==> config.mk <==
export PLATFORM = sky130hd
export DESIGN_NAME = sacs_seq
export DESIGN_NICKNAME = d
export VERILOG_FILES = /design/src/rtl/sacs_pkg.sv /design/src/rtl/sacs_seq.sv
export SDC_FILE = /design/constraint.sdc
export NUM_CORES = 1
export LEC_CHECK = 0
export BUFFER_PORTS_ARGS = -buffer_cell sky130_fd_sc_hd__buf_4
export CAP_MARGIN = 10
export CORE_UTILIZATION = 44
export DETAILED_ROUTE_END_ITERATION = 10
export PLACE_DENSITY = 0.79
export SYNTH_ARGS = -nofsm -noshare
export SYNTH_HDL_FRONTEND = slang
export SYNTH_SLANG_ARGS = --single-unit
==> constraint.sdc <==
create_clock -name CLK -period 2.15 [get_ports CLK]
set_input_delay 0.1075 -clock CLK [delete_from_list [all_inputs] [get_ports CLK]]
set_output_delay 0.1075 -clock CLK [all_outputs]
set_load 0.005 [all_outputs]
==> src/rtl/sacs_pkg.sv <==
//------------------------------------------------------------
// Behaviour
// - Converter powered when enabled or bursting
// - Otherwise converter stays in low-power shutdown
// - Start from busy write, pin, timers
// - Busy during conversion; its fall after the last repeat sets flag
// - Result valid whenever end flag reads one
// - Timer 2 overflow byte follows timer width
// - Pre-tracking (normal mode only): convert at once, else track
// - Post-tracking: track, convert, then disconnect
// - Dual-tracking: track, convert, keep tracking
// - Subsystem clock source follows burst enable
// - Bit clock is divided subsystem clock
// - Tracking lasts setting plus two cycles
// - Conversion: 13 bit clocks plus two
// - Burst accumulates 1, 4, 8, 16 samples
// - Enable bit picks burst idle power state
// - Powered down: wait power-up, then track
// - Burst: one start, repeat-count conversions
// - End flag only after repeat-count conversions
// - Repeat count chosen by config field
// - Accumulated sum updated after last conversion
//------------------------------------------------------------
package sacs_pkg;

    // ------------------------------------------------------------
    // Register map (word index on the plain register port)
    // ------------------------------------------------------------
    localparam logic [3:0] SACS_OFF_CTRL = 4'h0;
    localparam logic [3:0] SACS_OFF_CFG = 4'h1;
    localparam logic [3:0] SACS_OFF_RESULT = 4'h2;

    // Control register fields
    localparam int SACS_CTRL_ENABLE = 0;
    localparam int SACS_CTRL_BURST = 1;
    localparam int SACS_CTRL_SRC_LO = 2;
    localparam int SACS_CTRL_BUSY = 4;
    localparam int SACS_CTRL_EOC = 5;

    // Config register fields
    localparam int SACS_CFG_TMODE_LO = 0;
    localparam int SACS_CFG_TK_LO = 2;
    localparam int SACS_CFG_DIV_LO = 6;
    localparam int SACS_CFG_RPT_LO = 11;
    localparam int SACS_CFG_PWR_LO = 13;

    // Reset values
    localparam logic [1:0] SACS_RST_SRC = 2'h0;
    localparam logic [1:0] SACS_RST_TMODE = 2'h1;
    localparam logic [3:0] SACS_RST_TK = 4'h0;
    localparam logic [4:0] SACS_RST_DIV = 5'h1F;
    localparam logic [1:0] SACS_RST_RPT = 2'h0;
    localparam logic [4:0] SACS_RST_PWR = 5'h1F;

    // ------------------------------------------------------------
    // Timing
    // ------------------------------------------------------------
    localparam logic [8:0] SACS_TRACK_EXTRA = 9'h002;
    localparam logic [3:0] SACS_SAR_BITS = 4'hD;
    localparam logic [8:0] SACS_PWR_UNIT = 9'h008;

    // ------------------------------------------------------------
    // Encodings
    // ------------------------------------------------------------
    typedef enum logic [1:0] {
        SACS_SRC_SW = 2'b00,
        SACS_SRC_PIN = 2'b01,
        SACS_SRC_T1 = 2'b10,
        SACS_SRC_T2 = 2'b11
    } sacs_src_e;

    typedef enum logic [1:0] {
        SACS_TM_RSVD = 2'b00,
        SACS_TM_POST = 2'b01,
        SACS_TM_PRE = 2'b10,
        SACS_TM_DUAL = 2'b11
    } sacs_tmode_e;

    typedef enum logic [2:0] {
        SACS_ST_IDLE = 3'b000,
        SACS_ST_POWERUP = 3'b001,
        SACS_ST_TRACK = 3'b010,
        SACS_ST_CSTART = 3'b011,
        SACS_ST_CBITS = 3'b100,
        SACS_ST_CEND = 3'b101
    } sacs_state_e;

    // ------------------------------------------------------------
    // Carriers
    // ------------------------------------------------------------
    typedef struct packed {
        logic [3:0] addr;
        logic [31:0] wdata;
        logic wr;
        logic rd;
    } sacs_bus_s;

    typedef struct packed {
        logic ext_start;
        logic t1_ovf;
        logic t2_lo_ovf;
        logic t2_hi_ovf;
        logic t2_16bit;
    } sacs_trig_s;

    function automatic logic [4:0] sacs_rpt_count(input logic [1:0] code);
        case (code)
            2'h0: sacs_rpt_count = 5'h01;
            2'h1: sacs_rpt_count = 5'h04;
            2'h2: sacs_rpt_count = 5'h08;
            default: sacs_rpt_count = 5'h10;
        endcase
    endfunction

endpackage

==> src/rtl/sacs_seq.sv <==
`timescale 1ns/1ns
module sacs_seq (
    // Clock and reset
    input wire logic CLK,
    input wire logic RST,
    // Register port
    input wire sacs_pkg::sacs_bus_s BUS,
    output logic [31:0] RDATA,
    // Start sources
    input wire sacs_pkg::sacs_trig_s TRIG,
    // Converter core
    input wire logic [11:0] SAMPLE,
    output logic POWER_ON,
    output logic TRACKING,
    output logic CONVERTING,
    output logic BIT_STROBE,
    output logic CLK_SRC_BURST,
    // Status
    output logic BUSY,
    output logic EOC
);
    import sacs_pkg::*;

    // ------------------------------------------------------------
    // State
    // ------------------------------------------------------------
    typedef struct packed {
        sacs_state_e st;
        logic enable;
        logic burst;
        logic [1:0] src;
        logic busy;
        logic eoc;
        logic [1:0] tmode;
        logic [3:0] tk;
        logic [4:0] div;
        logic [1:0] rpt;
        logic [4:0] pwr;
        logic [15:0] result;
        logic [15:0] acc;
        logic [4:0] done;
        logic [8:0] cnt;
        logic [4:0] dcnt;
        logic [3:0] bits;
        logic ext_prev;
        logic bit_stb;
        logic [31:0] rdata;
    } sacs_regs_s;

    sacs_regs_s r;
    sacs_regs_s next_r;

    logic start_evt;
    logic accepted;
    logic wr_ctrl;
    logic wr_cfg;
    logic [15:0] acc_sum;
    logic [4:0] done_inc;
    logic last_conv;
    logic [8:0] track_len;
    logic [31:0] ctrl_view;
    logic [31:0] cfg_view;

    // ------------------------------------------------------------
    // Start selection
    // ------------------------------------------------------------
    always_comb begin
        wr_ctrl = BUS.wr && (BUS.addr == SACS_OFF_CTRL);
        wr_cfg = BUS.wr && (BUS.addr == SACS_OFF_CFG);
        case (sacs_src_e'(r.src))
            SACS_SRC_SW: start_evt = wr_ctrl && BUS.wdata[SACS_CTRL_BUSY];
            SACS_SRC_PIN: start_evt = TRIG.ext_start && !r.ext_prev;
            SACS_SRC_T1: start_evt = TRIG.t1_ovf;
            SACS_SRC_T2: start_evt = TRIG.t2_16bit ? TRIG.t2_hi_ovf : TRIG.t2_lo_ovf;
            default: start_evt = 1'b0;
        endcase
        // A start only counts when idle and the converter may be used
        accepted = start_evt && (r.st == SACS_ST_IDLE) && (r.enable || r.burst);
        // Tracking length is the setting plus two subsystem cycles, counted down to zero
        track_len = {5'h00, r.tk} + SACS_TRACK_EXTRA - 9'h001;
        acc_sum = r.acc + {4'h0, SAMPLE};
        done_inc = r.done + 5'h01;
        last_conv = (done_inc == sacs_rpt_count(r.rpt));
        ctrl_view = 32'h0;
        ctrl_view[SACS_CTRL_ENABLE] = r.enable;
        ctrl_view[SACS_CTRL_BURST] = r.burst;
        ctrl_view[SACS_CTRL_SRC_LO +: 2] = r.src;
        ctrl_view[SACS_CTRL_BUSY] = r.busy;
        ctrl_view[SACS_CTRL_EOC] = r.eoc;
        cfg_view = 32'h0;
        cfg_view[SACS_CFG_TMODE_LO +: 2] = r.tmode;
        cfg_view[SACS_CFG_TK_LO +: 4] = r.tk;
        cfg_view[SACS_CFG_DIV_LO +: 5] = r.div;
        cfg_view[SACS_CFG_RPT_LO +: 2] = r.rpt;
        cfg_view[SACS_CFG_PWR_LO +: 5] = r.pwr;
    end

    // ------------------------------------------------------------
    // Next state
    // ------------------------------------------------------------
    always_comb begin
        next_r = r;
        next_r.ext_prev = TRIG.ext_start;
        next_r.bit_stb = 1'b0;

        // Register writes; hardware set of the flag below overrides a clear
        if (wr_ctrl) begin
            next_r.enable = BUS.wdata[SACS_CTRL_ENABLE];
            next_r.burst = BUS.wdata[SACS_CTRL_BURST];
            next_r.src = BUS.wdata[SACS_CTRL_SRC_LO +: 2];
            if (!BUS.wdata[SACS_CTRL_EOC]) begin
                next_r.eoc = 1'b0;
            end
        end
        if (wr_cfg) begin
            next_r.tmode = BUS.wdata[SACS_CFG_TMODE_LO +: 2];
            next_r.tk = BUS.wdata[SACS_CFG_TK_LO +: 4];
            next_r.div = BUS.wdata[SACS_CFG_DIV_LO +: 5];
            next_r.rpt = BUS.wdata[SACS_CFG_RPT_LO +: 2];
            next_r.pwr = BUS.wdata[SACS_CFG_PWR_LO +: 5];
        end

        // Read data stands only in the cycle after the strobe
        next_r.rdata = 32'h0;
        if (BUS.rd) begin
            case (BUS.addr)
                SACS_OFF_CTRL: next_r.rdata = ctrl_view;
                SACS_OFF_CFG: next_r.rdata = cfg_view;
                SACS_OFF_RESULT: next_r.rdata = {16'h0000, r.result};
                default: next_r.rdata = 32'h0;
            endcase
        end

        case (r.st)
            SACS_ST_IDLE: begin
                if (accepted) begin
                    next_r.busy = 1'b1;
                    if (r.burst && !r.enable) begin
                        // Converter was shut down: wait for it to power up
                        next_r.st = SACS_ST_POWERUP;
                        next_r.cnt = 9'({4'h0, r.pwr} * SACS_PWR_UNIT) + SACS_PWR_UNIT - 9'h001;
                    end else if (!r.burst && (r.tmode == SACS_TM_PRE)) begin
                        next_r.st = SACS_ST_CSTART;
                    end else begin
                        // Pre-tracking under burst is not allowed; it runs as dual
                        next_r.st = SACS_ST_TRACK;
                        next_r.cnt = track_len;
                    end
                end
            end
            SACS_ST_POWERUP: begin
                if (r.cnt == 9'h000) begin
                    next_r.st = SACS_ST_TRACK;
                    next_r.cnt = track_len;
                end else begin
                    next_r.cnt = r.cnt - 9'h001;
                end
            end
            SACS_ST_TRACK: begin
                if (r.cnt == 9'h000) begin
                    next_r.st = SACS_ST_CSTART;
                end else begin
                    next_r.cnt = r.cnt - 9'h001;
                end
            end
            SACS_ST_CSTART: begin
                // One subsystem cycle to open the conversion
                next_r.st = SACS_ST_CBITS;
                next_r.bits = SACS_SAR_BITS - 4'h1;
                next_r.dcnt = r.div;
            end
            SACS_ST_CBITS: begin
                if (r.dcnt == 5'h00) begin
                    next_r.bit_stb = 1'b1;
                    next_r.dcnt = r.div;
                    if (r.bits == 4'h0) begin
                        next_r.st = SACS_ST_CEND;
                    end else begin
                        next_r.bits = r.bits - 4'h1;
                    end
                end else begin
                    next_r.dcnt = r.dcnt - 5'h01;
                end
            end
            SACS_ST_CEND: begin
                // One subsystem cycle to close the conversion and accumulate
                if (last_conv) begin
                    next_r.result = acc_sum;
                    next_r.acc = 16'h0000;
                    next_r.done = 5'h00;
                    next_r.eoc = 1'b1;
                    next_r.busy = 1'b0;
                    next_r.st = SACS_ST_IDLE;
                end else begin
                    next_r.acc = acc_sum;
                    next_r.done = done_inc;
                    if (r.burst) begin
                        next_r.st = SACS_ST_TRACK;
                        next_r.cnt = track_len;
                    end else begin
                        // Normal mode needs a fresh start for each conversion
                        next_r.busy = 1'b0;
                        next_r.st = SACS_ST_IDLE;
                    end
                end
            end
            default: begin
                next_r.st = SACS_ST_IDLE;
                next_r.busy = 1'b0;
            end
        endcase
    end

    // ------------------------------------------------------------
    // Registers
    // ------------------------------------------------------------
    always_ff @(posedge CLK) begin
        if (RST) begin
            r <= '0;
            r.st <= SACS_ST_IDLE;
            r.src <= SACS_RST_SRC;
            r.tmode <= SACS_RST_TMODE;
            r.tk <= SACS_RST_TK;
            r.div <= SACS_RST_DIV;
            r.rpt <= SACS_RST_RPT;
            r.pwr <= SACS_RST_PWR;
        end else begin
            r <= next_r;
        end
    end

    // ------------------------------------------------------------
    // Outputs
    // ------------------------------------------------------------
    always_comb begin
        RDATA = r.rdata;
        // Powered whenever enabled, or while a burst sequence runs
        POWER_ON = r.enable || (r.burst && (r.st != SACS_ST_IDLE));
        CONVERTING = (r.st == SACS_ST_CSTART) || (r.st == SACS_ST_CBITS) || (r.st == SACS_ST_CEND);
        // Post-tracking leaves the capacitor disconnected while idle
        TRACKING = (r.st == SACS_ST_TRACK) ||
            ((r.st == SACS_ST_IDLE) && POWER_ON &&
             ((r.tmode == SACS_TM_PRE) || (r.tmode == SACS_TM_DUAL)));
        BIT_STROBE = r.bit_stb;
        CLK_SRC_BURST = r.burst;
        BUSY = r.busy;
        EOC = r.eoc;
    end

endmodule

; ---- After elaboration in Yosys (flattened, before gate mapping)
; Cells that the tools add are included.
[word_totals]
reg_bits = 116
in_bits = 57
word_cells = 132
[classes]
addsub = 9
eq_ne = 26
mux = 36
n_bitwise = 3
n_reduce_logical = 38
[ops]
columns = operator, count
row1 = $mux 9, 7
row2 = $pmux 18 s3, 1
row3 = $pmux 9 s4, 1
row4 = $mux 21, 1
row5 = $mux 3, 7
row6 = $ne 2x2->1 const B, 9
row7 = $pmux 3 s6, 1
row8 = $pmux 9 s2, 1
row9 = $sub 9x1->9 const B, 2
row10 = $add 16x12->16, 1
row11 = $pmux 5 s3, 1
row12 = $logic_and 1x1->1, 11
row13 = $eq 2x2->1 const B, 5
row14 = $mux 1, 10
row15 = $add 8x4->9 const B, 1
row16 = $logic_not 9->1, 1
row17 = $logic_not 4->1, 2
row18 = $mux 4, 2
row19 = $eq 3x2->1 const B, 2
row20 = $eq 3x3->1 const B, 2
row21 = $logic_or 1x1->1, 6
row22 = $ne 3x3->1 const B, 2
row23 = $reduce_and 3->1, 2
row24 = $reduce_and 6->1, 1
row25 = 26 further kinds, 33

; ---- Depth between registers and ports, before layout
; Gate-level depths: netlist of the first run.
[depth]
word_depth = 8
ltp_mapped = 9

; ---- Worst setup path after synthesis of the first run
; Ideal clock, no wire load.
[synth_timing]
kind = register -> register
startpoint = reg r[52] in the netlist's numbering
endpoint = reg r[45] in the netlist's numbering
setup_time_ps = 123
arrival_ps = 2250
required_time_ps = 2027
slack_ps = -223
path_stages_with_launch = 9
path_buffers = 1
synth_period_minus_slack_ps = 2373
path_cell_list = dfxtp_1 > ha_1 > nand3_1 > xnor2_1 > or3_1 > a311oi_4 > a21o_1 > buf_6 > mux2_1
[synth_between]
elab_chain_cells = 4
[synth_lines]
columns = item, line
row1 = "start, declared", sacs_seq.sv:50  ; sacs_regs_s r;
row2 = "start signal, assigned", sacs_seq.sv:228  ; r <= next_r;
row3 = $add 5x1->5, sacs_seq.sv:82  ; done_inc = r.done + 5'h01;
row4 = $eq 5x5->1, sacs_seq.sv:83  ; last_conv = (done_inc == sacs_rpt_count(r.rpt));
row5 = $ne 2x2->1 (no source line), --
row6 = $reduce_and 6->1 (no source line), --
; No other way between the ends.
; A chain may end at the register's enable or synchronous reset.

; ---- Final worst setup path of the first run
[layout_timing]
startpoint = reg r[44] in the netlist's numbering
endpoint = reg r[45] in the netlist's numbering
[layout_between]
elab_chain_cells = 3
elab_cells_between_ends = 7
[layout_lines]
columns = item, line
row1 = $sub 9x1->9 / $logic_not 9->1 (equally long branches), --
row2 = "$mux 9, or another cell as far along", sacs_seq.sv:160  ; if (r.cnt == 9'h000) begin
row3 = $pmux 9 s4 / $reduce_and 6->1 (equally long branches), --
; Parallel ways exist; a longest one is shown, timed or not. The select of a mux whose other input is x is not followed.

==> results summary, run 1 <==
The count of mapped cells out of synthesis is 685. The number of buffers inserted by port buffering is 67. The number of flops mapped to enable cells by yosys came out at 0. The final reports fail on setup timing. The final worst setup slack came out at -0.146 ns. The cell depth of the worst setup path is 9.

The worst register-to-register path ends at r[45]. The repair_antennas step left the layout with diodes totalling 0. The max-slew violation count came out at 0.

For this block, the routed nets add up to 16200 µm of wire. The prevailing post-synth register cell is dfxtp_1. The I/O pin total is 96. For this run, the register share of the synthesized area comes to 0.366. The layout cell share with drive strength beyond 1 came out at 0.317. The worst-case headroom to the max-slew limit is 0.580. The average cell area after synthesis is 8.14 µm².

The largest driver fanout on the critical path came out at 4. The worst hold path begins at BUS[14]. The worst voltage drop across the vdd grid is 0.333 mV.

The signal on the critical path passes through inv_2, ha_4, or4b_4, buf_12, o31ai_4, a221oi_2, o21ai_2, a21o_1, mux2_4. Counting instances in the post-synthesis netlist gives the leading cell types as dfxtp_1 (102), nand2_1 (82), a21oi_1 (64). The share of total power dissipated in combinational logic is 0.080. Compared with the post-synthesis result, the final layout area differs by 33.0%. The critical path starts at r[44]. The maximum buffer depth of the clock tree came out at 2. The net switching fraction of the power came out at 0.233. The Yosys warning count came out at 0. The worst hold path belongs to the class primary input to flop. The worst hold path terminates at cfg_view[12]. The overall power came out at 3930 µW.

The number of rows in the core area is 40. After the first detailed-routing iteration, the DRC count stood at 437. The die area came out at 0.0131 mm².

The global-route wire length before repair is 24000 µm. The detail route stage leaves a number of antenna-violating nets equal to 0. The number of antenna violations at the first check in global routing was 0. The slew at the pin closest to its max-slew limit is 0.628 ns. The number of stages on the worst hold path came out at 3.

CTS built an H-tree with a depth of 3. The required arrival time at the worst endpoint came out at 2.39 ns. The mapped netlist covers 0.00558 mm². Detailed routing placed a total of 1220 µm of wire on met3. The clock period minus worst slack came out at 2.30 ns. The ratio of routed vias to standard cells is 5.83. After detailed routing, the number of remaining DRC violations is 0. Clock-pin slew was measured on the worst setup and hold paths at 0.07 ns. Of the post-synthesis cell area, the dominant cell type holds 0.366. By area the synthesized netlist is led by dfxtp_1 (37%), a21oi_1 (5.7%), nand2_1 (5.5%). In this design, the stage delay of the slowest critical-path cell is 0.50 ns. The highest layer touched by signal routing is met4.

TritonCTS built the clock tree. The number of nets in the layout is 865. The run finished, with violations left. In the final routing, the length of wire on met1 measures 6690 µm. The final setup TNS came out at -1.55 ns.

The hold violation total from the final report is 0. The power per standard cell area came out at 530 mW/mm². The static leakage came out at 0.00289 µW. For this design, the slowest cell found on the critical path is or4b_4. The kind of capture point of the worst setup path is a flop. The cell accounting for the most synthesized area is dfxtp_1. The via count came out at 5610. The net load switching power came out at 917 µW. Routability-driven placement finished with a final weighted congestion of 0.955. The number of distinct library cells after synthesis came out at 74. The synthesized flop and latch total is 102. The combined buffer and inverter count along the critical path came out at 2. The initial core utilization came out at 0.458. The kind of cell with the highest combined delay along the critical path is compound AO/OA/AOI/OAI gates. The total setup violations reported at the end of the flow came out at 27. The post-route clock skew came out at 0.00625 ns. The clock latency at the later pin of the worst-skew pair is 0.35 ns. The area of the core came out at 0.0122 mm². The sequential cell fraction of total power is 0.486. The detailed placer's ending HPWL is 10700 µm. The number of search-and-repair iterations in the first detailed-routing pass is 7.

The achievable frequency came out at 435 MHz. The category of the worst setup path launch point is a flop. Of the total power, the clock network draws 0.435. The startpoint identified for the worst register-to-register timing path is r[44]. In this run the register-to-register setup slack is -0.15 ns. Entering global routing, the biggest net connects 37 pins. The fraction of registers with async set/reset came out at 0.

The setup path with the least slack is of type flop to flop. The number of maximum-capacitance constraint violations is 0. The path depth of the worst reg2reg path is 9.

The total global-route track usage came out at 0.232. The share of the clock period used by the worst path came out at 1.07. The height of the chip is 115 µm.

The floorplan die width is 115 µm. The detail-routed net length per standard cell is 16.8 µm. Setup repair after global routing could not meet its margin everywhere.

The TritonCTS buffer count came out at 9. The count of clock tree sinks is 102. The internal portion of total power is 3010 µW. The length of routed met2 wiring came out at 7660 µm. The most instantiated library cell after synthesis is dfxtp_1. The overflow left after global routing came out at 0.

The cell sitting at the root of the clock tree is a clkbuf_16. STA puts the critical path data arrival time at 2.54 ns. The via count of the first global-routing pass is 4947.
[routing by layer]
| metal | vias to the layer above | global-route usage |
|---|---|---|
| li1 | 2647 | - |
| met1 | 2653 | 0.289 |
| met2 | 242 | 0.381 |
| met3 | 68 | 0.0619 |
| met4 | 0 | 0.0909 |
| met5 | - | 0 |
[worst max path at each step]
| stage | endpoint | slack, ns |
|---|---|---|
| finish | r[45] | -0.15 |
| global placement | r[44] | -0.07 |
| global route | r[43] | -0.23 |
| floorplan | r[45] | -0.08 |
| detailed placement | r[43] | -0.15 |
| CTS | r[45] | -0.12 |
[flip-flops by register name, indices dropped and copies added, names as in the netlist]
register       cells
r                 59
RDATA             18
cfg_view          18
ctrl_view          3
BIT_STROBE         1
BUSY               1
CLK_SRC_BURST      1
EOC                1
[area by class of cell]
cell class | instances | area, µm²
multi-input combinational | 499 | 3480
fill | 1011 | 4750
clock inverter | 4 | 55.1
timing repair buffer | 158 | 1280
tap | 168 | 210
clock buffer | 12 | 256
sequential | 102 | 2050
inverter | 20 | 75.1
[placed cells by master (no fill, tap or decap), types with 9 or more instances in the layout]
master / count
a21oi_1: 51
a21oi_2: 12
a22oi_1: 15
buf_4: 132
buf_6: 14
clkbuf_16: 9
conb_1: 14
dfxtp_1: 96
dlygate4sd3_1: 11
ha_1: 12
inv_1: 18
nand2_1: 82
nand3_1: 44
nand3_2: 10
nor2_1: 39
nor3_1: 15
o21ai_0: 18
xnor2_1: 13
[cell families (layout without fill, tap and decap cells)]
family / after synthesis / after routing / share of synthesized area
compound gates: 182 / 182 / 0.224
xor+xnor: 25 / 25 / 0.0393
fa+ha+maj: 18 / 18 / 0.0417
buf+inv: 97 / 194 / 0.0922
flops: 102 / 102 / 0.366
mux: 10 / 10 / 0.0186
other cells: 1 / 14 / 0.000673
simple gates: 250 / 250 / 0.217
[power groups by stage]
stage | logic, µW | clock network (µW) | registers, µW
after floorplan | 151 | 0 | 1950
after global placement | 249 | 0 | 1950
after detailed placement | 251 | 0 | 1950
after CTS | 271 | 1720 | 1910
after global routing | 335 | 1800 | 1910
final | 313 | 1710 | 1910
[through the flow]
step	cell area, µm²	setup WS, ns	utilization	std cells	hold slack [ns]
floorplan	5720	-0.0762	-	698	0.231
global placement	6520	-0.0739	0.536	921	0.318
detailed placement	6520	-0.146	0.536	921	0.322
CTS	7000	-0.116	0.576	950	0.00574
global route	7410	-0.232	0.610	963	0.00111
finish	7410	-0.146	0.610	963	0.00528
[worst reg2reg max path: stages (launching register included)]
cell      delay, ns
dfxtp_2        0.32
inv_2          0.07
ha_4           0.13
or4b_4         0.50
buf_12         0.16
o31ai_4        0.21
a221oi_2       0.11
o21ai_2        0.17
a21o_1         0.21
mux2_4         0.32
[timing repair]
action / 4_1_cts / 5_1_grt
resized for setup: 16 / 83
hold buffers: 10 / 1
pin swaps: 3 / 34
hold endpoints to repair: 10 / 1
endpoints found under the setup margin: 29 / 48
gates cloned: 0 / 6
setup buffers: 3 / 7
Note: power is estimated with default switching activity, not from simulation.
==> run 2: changes to the inputs <==
--- a/config.mk
+++ b/config.mk
@@ -9,7 +9,7 @@
 export CAP_MARGIN = 10
 export CORE_UTILIZATION = 44
 export DETAILED_ROUTE_END_ITERATION = 10
-export PLACE_DENSITY = 0.79
+export PLACE_DENSITY = 0.76
 export SYNTH_ARGS = -nofsm -noshare
 export SYNTH_HDL_FRONTEND = slang
 export SYNTH_SLANG_ARGS = --single-unit
==> constraint.sdc (replaced) <==
create_clock -name CLK -period 2.87 [get_ports CLK]
set_input_delay 0.1435 -clock CLK [delete_from_list [all_inputs] [get_ports CLK]]
set_output_delay 0.1435 -clock CLK [all_outputs]
set_load 0.005 [all_outputs]
==> results summary, run 2 (synthesis results as in run 1) <==
The flow ran to the end, and the final reports show no timing, DRC or antenna violations. The floorplan die width is 115 µm. The count of clock tree sinks came out at 102.

The final layout contains routed wiring with a total length of 14700 µm. The number of buffers inserted by port buffering came out at 67. The layout filler cell count is 1143. Setup repair after global routing left no endpoint under its margin. Pin placement for this block handled 96 I/O pins. The number of nets in the layout came out at 794.

The initial core utilization came out at 0.458. The endpoint identified for the worst register-to-register timing path is r[44]. The largest driver fanout on the critical path is 10. The total global-route track usage came out at 0.232. The critical path data arrival time is 2.89 ns. The worst-case headroom to the max-slew limit is 0.433. The post-route clock skew came out at 0.0109 ns. The root buffer cell chosen for the clock tree is clkbuf_16.

The final weighted congestion in routability-driven placement came out at 0.890. Setup violations remaining at the end of the flow were counted as 0. The worst setup path is launched from a flop.

The number of maximum-capacitance constraint violations is 0. The number of clock buffers added by TritonCTS is 9. The later pin in the worst-skew pair is clocked with a latency of 0.36 ns. Dividing the final minimum period by the clock period gives 0.935. The setup path with the least slack is of type flop to flop.

Ranked by flip-flop count, first place goes to r. The final worst setup slack came out at 0.187 ns. The die area is 0.0131 mm².

The required arrival time at the worst endpoint is 3.08 ns. At the pin with the least slew margin, the transition time is 0.844 ns. The total inserted antenna cells came out at 0.

The number of DRC markers in iteration 0 is 442. The analysis attributes to cell leakage a power of 0.00248 µW. The routed design could run at a clock period as short as 2.68 ns. The worst voltage drop across the vdd grid is 0.396 mV.

The area of the core is 0.0122 mm². In this run the worst hold path is classified as primary input to flop. The via count came out at 5203. The layout cell share with drive strength beyond 1 came out at 0.167. The number of antenna violations at the first check in global routing is 0. The max-slew violation count is 0. The final setup TNS is 0 ns. The achievable frequency came out at 373 MHz. The hold violation total from the final report is 0. The via count of the first global-routing pass is 4925. The synthesis-to-layout area growth is 14.5%.

Row generation in the floorplan step produced 40 rows. The slack of the worst reg-to-reg path came out at 0.19 ns. The number of H-tree levels came out at 3.

The global-route wire length before repair is 24000 µm. The number of stages on the worst hold path came out at 3. The TritonCTS clock tree is built.

In the routed layout, each cell is associated on average with a via count of 5.83. The detail route stage leaves a number of antenna-violating nets equal to 0. The DRC violation count after routing came out at 0. The post-route worst hold slack is 0.00713 ns. The path depth of the worst reg2reg path is 8. The number of gates resized after CTS was 0. Before CTS, the worst setup slack after placement is 0.238 ns. Before antenna repair, the detailed router went through 6 iterations. Entering global routing, the biggest net connects 61 pins. The clock-pin slew on the worst setup and hold paths came out at 0.07 ns. The maximum buffer depth of the clock tree is 2. After detailed routing, the average wire length per cell comes to 16.5 µm. The flip-flop count of the largest register after layout is 59. The worst setup path is captured at a flop. The floorplan step set the die height to 115 µm. The worst reg2reg path startpoint is r[43].

The power per standard cell area is 453 mW/mm². The overflow left after global routing is 0. The most common cell after layout, fill and taps aside is dfxtp_1. In the layout the commonest cells are dfxtp_1 (102), nand2_1 (82), buf_4 (82).

For hold timing, the worst endpoint is cfg_view[6]. The detailed placer's ending HPWL came out at 10300 µm. The startpoint identified for the worst hold timing path is BUS[8].
run 2: cell count changes in the layout (fill, tap and decap cells not counted), sizes merged:
cell	delta
clkbuf	-3
buf	-65
inv	+3
dlygate4sd3	-6
run 2: worst max-delay path by stage:
stage | from | endpoint | slack (ns) | depth (start not counted)
final | r[43] | r[44] | 0.19 | 8
after global routing | r[38] | r[37] | 0.02 | 8
after CTS | r[43] | r[44] | 0.23 | 8
after detailed placement | r[43] | r[44] | 0.24 | 8
after global placement | r[43] | r[44] | 0.34 | 8
after floorplan | r[52] | r[45] | 0.50 | 8
run 2: layout make-up:
cell class              count  area, µm²  share of cell area
repair buffers             87        666               0.104
clock buffers               9        225              0.0353
clock inverters             7       80.1              0.0125
flip-flops and latches    102       2040               0.320
multi-input cells         499       3090               0.483
inverters                  20       75.1              0.0118
well taps                 168        210              0.0329
run 2: worst max-delay path: stages, from the launching register on:
cell and delay, ns:
dfxtp_1 0.35, inv_1 0.12, ha_1 0.21, or4b_4 0.53, o311ai_2 0.33, nand2b_1 0.33, mux2i_1 0.20, a2111oi_0 0.40
a211oi_2 0.08
run 2: stage by stage:
step,cell area (µm²),total power (µW),utilization,cells
3_3_place_gp,6030,1640,0.496,871
4_1_cts,6380,2910,0.525,892
3_5_place_dp,6030,1640,0.496,871
5_1_grt,6380,2990,0.525,892
2_1_floorplan,5620,1570,-,698
6_report,6380,2890,0.525,892
run 2: timing repair:
item	4_1_cts	5_1_grt
hold endpoints to repair	5	0
endpoints found under the setup margin	0	0
hold buffers	5	0
setup buffers	0	0
run 2: power by group:
part | total [µW] | internal [µW] | switching, µW
Combinational | 188 | 82.7 | 106
Sequential | 1430 | 1420 | 9.38
Clock | 1270 | 689 | 583
run 2: metal layers:
metal,up-vias,part of all wire,global-route usage
met5,-,0,0
met4,0,0.015,0.0710
met3,26,0.085,0.0588
met2,220,0.48,0.382
met1,2462,0.42,0.299
li1,2495,-,-
==> run 3: changes to the inputs <==
--- a/config.mk
+++ b/config.mk
@@ -7,9 +7,9 @@
 export LEC_CHECK = 0
 export BUFFER_PORTS_ARGS = -buffer_cell sky130_fd_sc_hd__buf_4
 export CAP_MARGIN = 10
-export CORE_UTILIZATION = 44
+export CORE_UTILIZATION = 25
 export DETAILED_ROUTE_END_ITERATION = 10
-export PLACE_DENSITY = 0.76
+export PLACE_DENSITY = 0.53
 export SYNTH_ARGS = -nofsm -noshare
 export SYNTH_HDL_FRONTEND = slang
 export SYNTH_SLANG_ARGS = --single-unit
==> results summary, run 3 (synthesis results as in run 1) <==
The overall power came out at 2890 µW. The number of buffers inserted by port buffering is 67. In the routed design, unresolved DRC markers number 0. The number of DRC markers in iteration 0 is 309. Setup violations remaining at the end of the flow were counted as 0. The layout filler cell count came out at 2325. The count of clock tree sinks is 102. The path depth of the worst reg2reg path came out at 8. The TritonCTS buffer count came out at 9. The power per standard cell area came out at 436 mW/mm². The share of total power dissipated in combinational logic is 0.067.

The total inserted antenna cells came out at 0. The achievable frequency is 390 MHz. The clock latency at the later pin of the worst-skew pair is 0.36 ns. After clock tree synthesis, the clock-pin slew on the worst setup and hold paths is 0.07 ns. TritonCTS built the clock tree. The synthesis-to-layout area growth is 18.7%. The analysis attributes to cell leakage a power of 0.00252 µW.

The number of search-and-repair iterations in the first detailed-routing pass came out at 6. The maximum number of pins on one net before global-route repair is 43. The global-route wire length before repair is 24500 µm. The worst setup path is of the flop to flop kind. The detailed placer's ending HPWL is 11000 µm. The via count is 5090.

The share of the clock period used by the worst path came out at 0.894. The flip-flop count of the largest register after layout is 59. The number of rows in the core area came out at 54. The number of maximum-capacitance constraint violations is 0. The floorplan step set the die height to 151 µm. In this run the worst path has a maximum fanout of 10. The net switching fraction of the power is 0.234.

The post-cts repair resize count is 0. VDD sags by at most 0.237 mV. The run finished with clean final reports. The post-route clock skew came out at 0.00760 ns. The aggregate routed wire length came out at 15400 µm. The max-slew violation count is 0. STA classifies the critical path endpoint as a flop. The required arrival time at the worst endpoint is 3.09 ns. The clock period minus worst slack is 2.56 ns. The worst setup timing slack at the placement stage is 0.291 ns. The buffer cell driving the clock tree root is clkbuf_16. The detail-routed net length per standard cell is 15.2 µm. In the layout the commonest cells are dfxtp_1 (102), buf_4 (86), nand2_1 (82). The total instance count after detailed placement is 988. The maximum buffer depth of the clock tree is 2. The total global-route track usage came out at 0.138. The worst-case headroom to the max-slew limit is 0.433. The net load switching power is 677 µW. The ratio of routed vias to standard cells came out at 5.02. The power share of the clock group is 0.437.

Setup repair after global routing left no endpoint under its margin. After the last flow step, the layout net total stands at 804. The sequential cell fraction of total power is 0.496.

The initial utilization of the core area, before any placement, comes to 0.255. The via count of the first global-routing pass came out at 4584. The library cell used most frequently in the layout, excluding fill and tap cells, is dfxtp_1. The I/O pin total is 96. The internal portion of total power came out at 2210 µW.

The path class of the tightest hold or removal check is primary input to flop. The final worst setup slack is 0.305 ns. CTS built an H-tree with a depth of 3. The number of buffers inserted by post-CTS setup repair came out at 0. The final setup TNS came out at 0 ns.

The count of cells in the finished layout, fillers not included, comes to 1014. The number of antenna violations at the first check in global routing is 0. The layout cell share with drive strength beyond 1 is 0.170. The die area came out at 0.0229 mm². Data on the critical path arrives at its endpoint at 2.79 ns. The register with the most flip-flops is r. The floorplan step set the die width to 151 µm. The worst setup path is launched from a flop. The area of the core came out at 0.0218 mm². The slew at the pin closest to its max-slew limit came out at 0.850 ns. The overflow left after global routing came out at 0. The hold violation total from the final report was 0. The antenna violation net count after detailed routing came out at 0. The number of stages on the worst hold path is 3.

Routability-driven placement finished with a final weighted congestion of 0.821.
run 3: what timing repair did:
| action | 4_1_cts | 5_1_grt |
|---|---|---|
| endpoints found under the setup margin | 0 | 0 |
| endpoints found under the hold margin | 10 | 0 |
| hold buffers | 10 | 0 |
run 3: final timing paths:
check | startpoint | endpoint | slack [ns]
min | BUS[2] | cfg_view[0] | 0.02
max | r[43] | r[44] | 0.31
min reg2reg | r[62] | r[62] | 0.46
max reg2reg | r[43] | r[44] | 0.31
run 3: final cells by class:
cell class,count,area (µm²),area share
clock buffers,11,243,0.0367
clock inverters,5,58.8,0.00888
inverters,20,75.1,0.0113
multi-input cells,499,3090,0.466
flip-flops and latches,102,2040,0.308
well taps,280,350,0.0529
repair buffers,97,766,0.116
run 3: routing by layer:
layer	track usage	wire, µm	up-vias
met5	0	0	-
met2	0.211	6660	135
met4	0.0440	189	0
met1	0.193	7640	2412
li1	-	-	2525
met3	0.0283	934	18
run 3: worst max-delay path, cell delays in order (launching register included):
cell       delay, ns
dfxtp_1         0.33
inv_1           0.11
ha_1            0.21
or4b_4          0.52
o311ai_2        0.32
nand2b_1        0.29
mux2i_1         0.19
a2111oi_0       0.39
a211oi_2        0.08
run 3: power groups by stage:
stage          Combinational (µW)  Sequential [µW]  Clock, µW
2_1_floorplan                 112             1460          0
3_3_place_gp                  184             1470          0
3_5_place_dp                  184             1470          0
4_1_cts                       195             1430       1300
5_1_grt                       214             1430       1350
6_report                      194             1430       1260
run 3: per-stage QoR:
step / utilization / area [µm²] / hold slack, ns
6_report: 0.303 / 6620 / 0.0229
3_5_place_dp: 0.285 / 6220 / 0.357
3_3_place_gp: 0.285 / 6220 / 0.357
4_1_cts: 0.303 / 6620 / 0.00743
5_1_grt: 0.303 / 6620 / 0.0165
2_1_floorplan: - / 5620 / 0.267
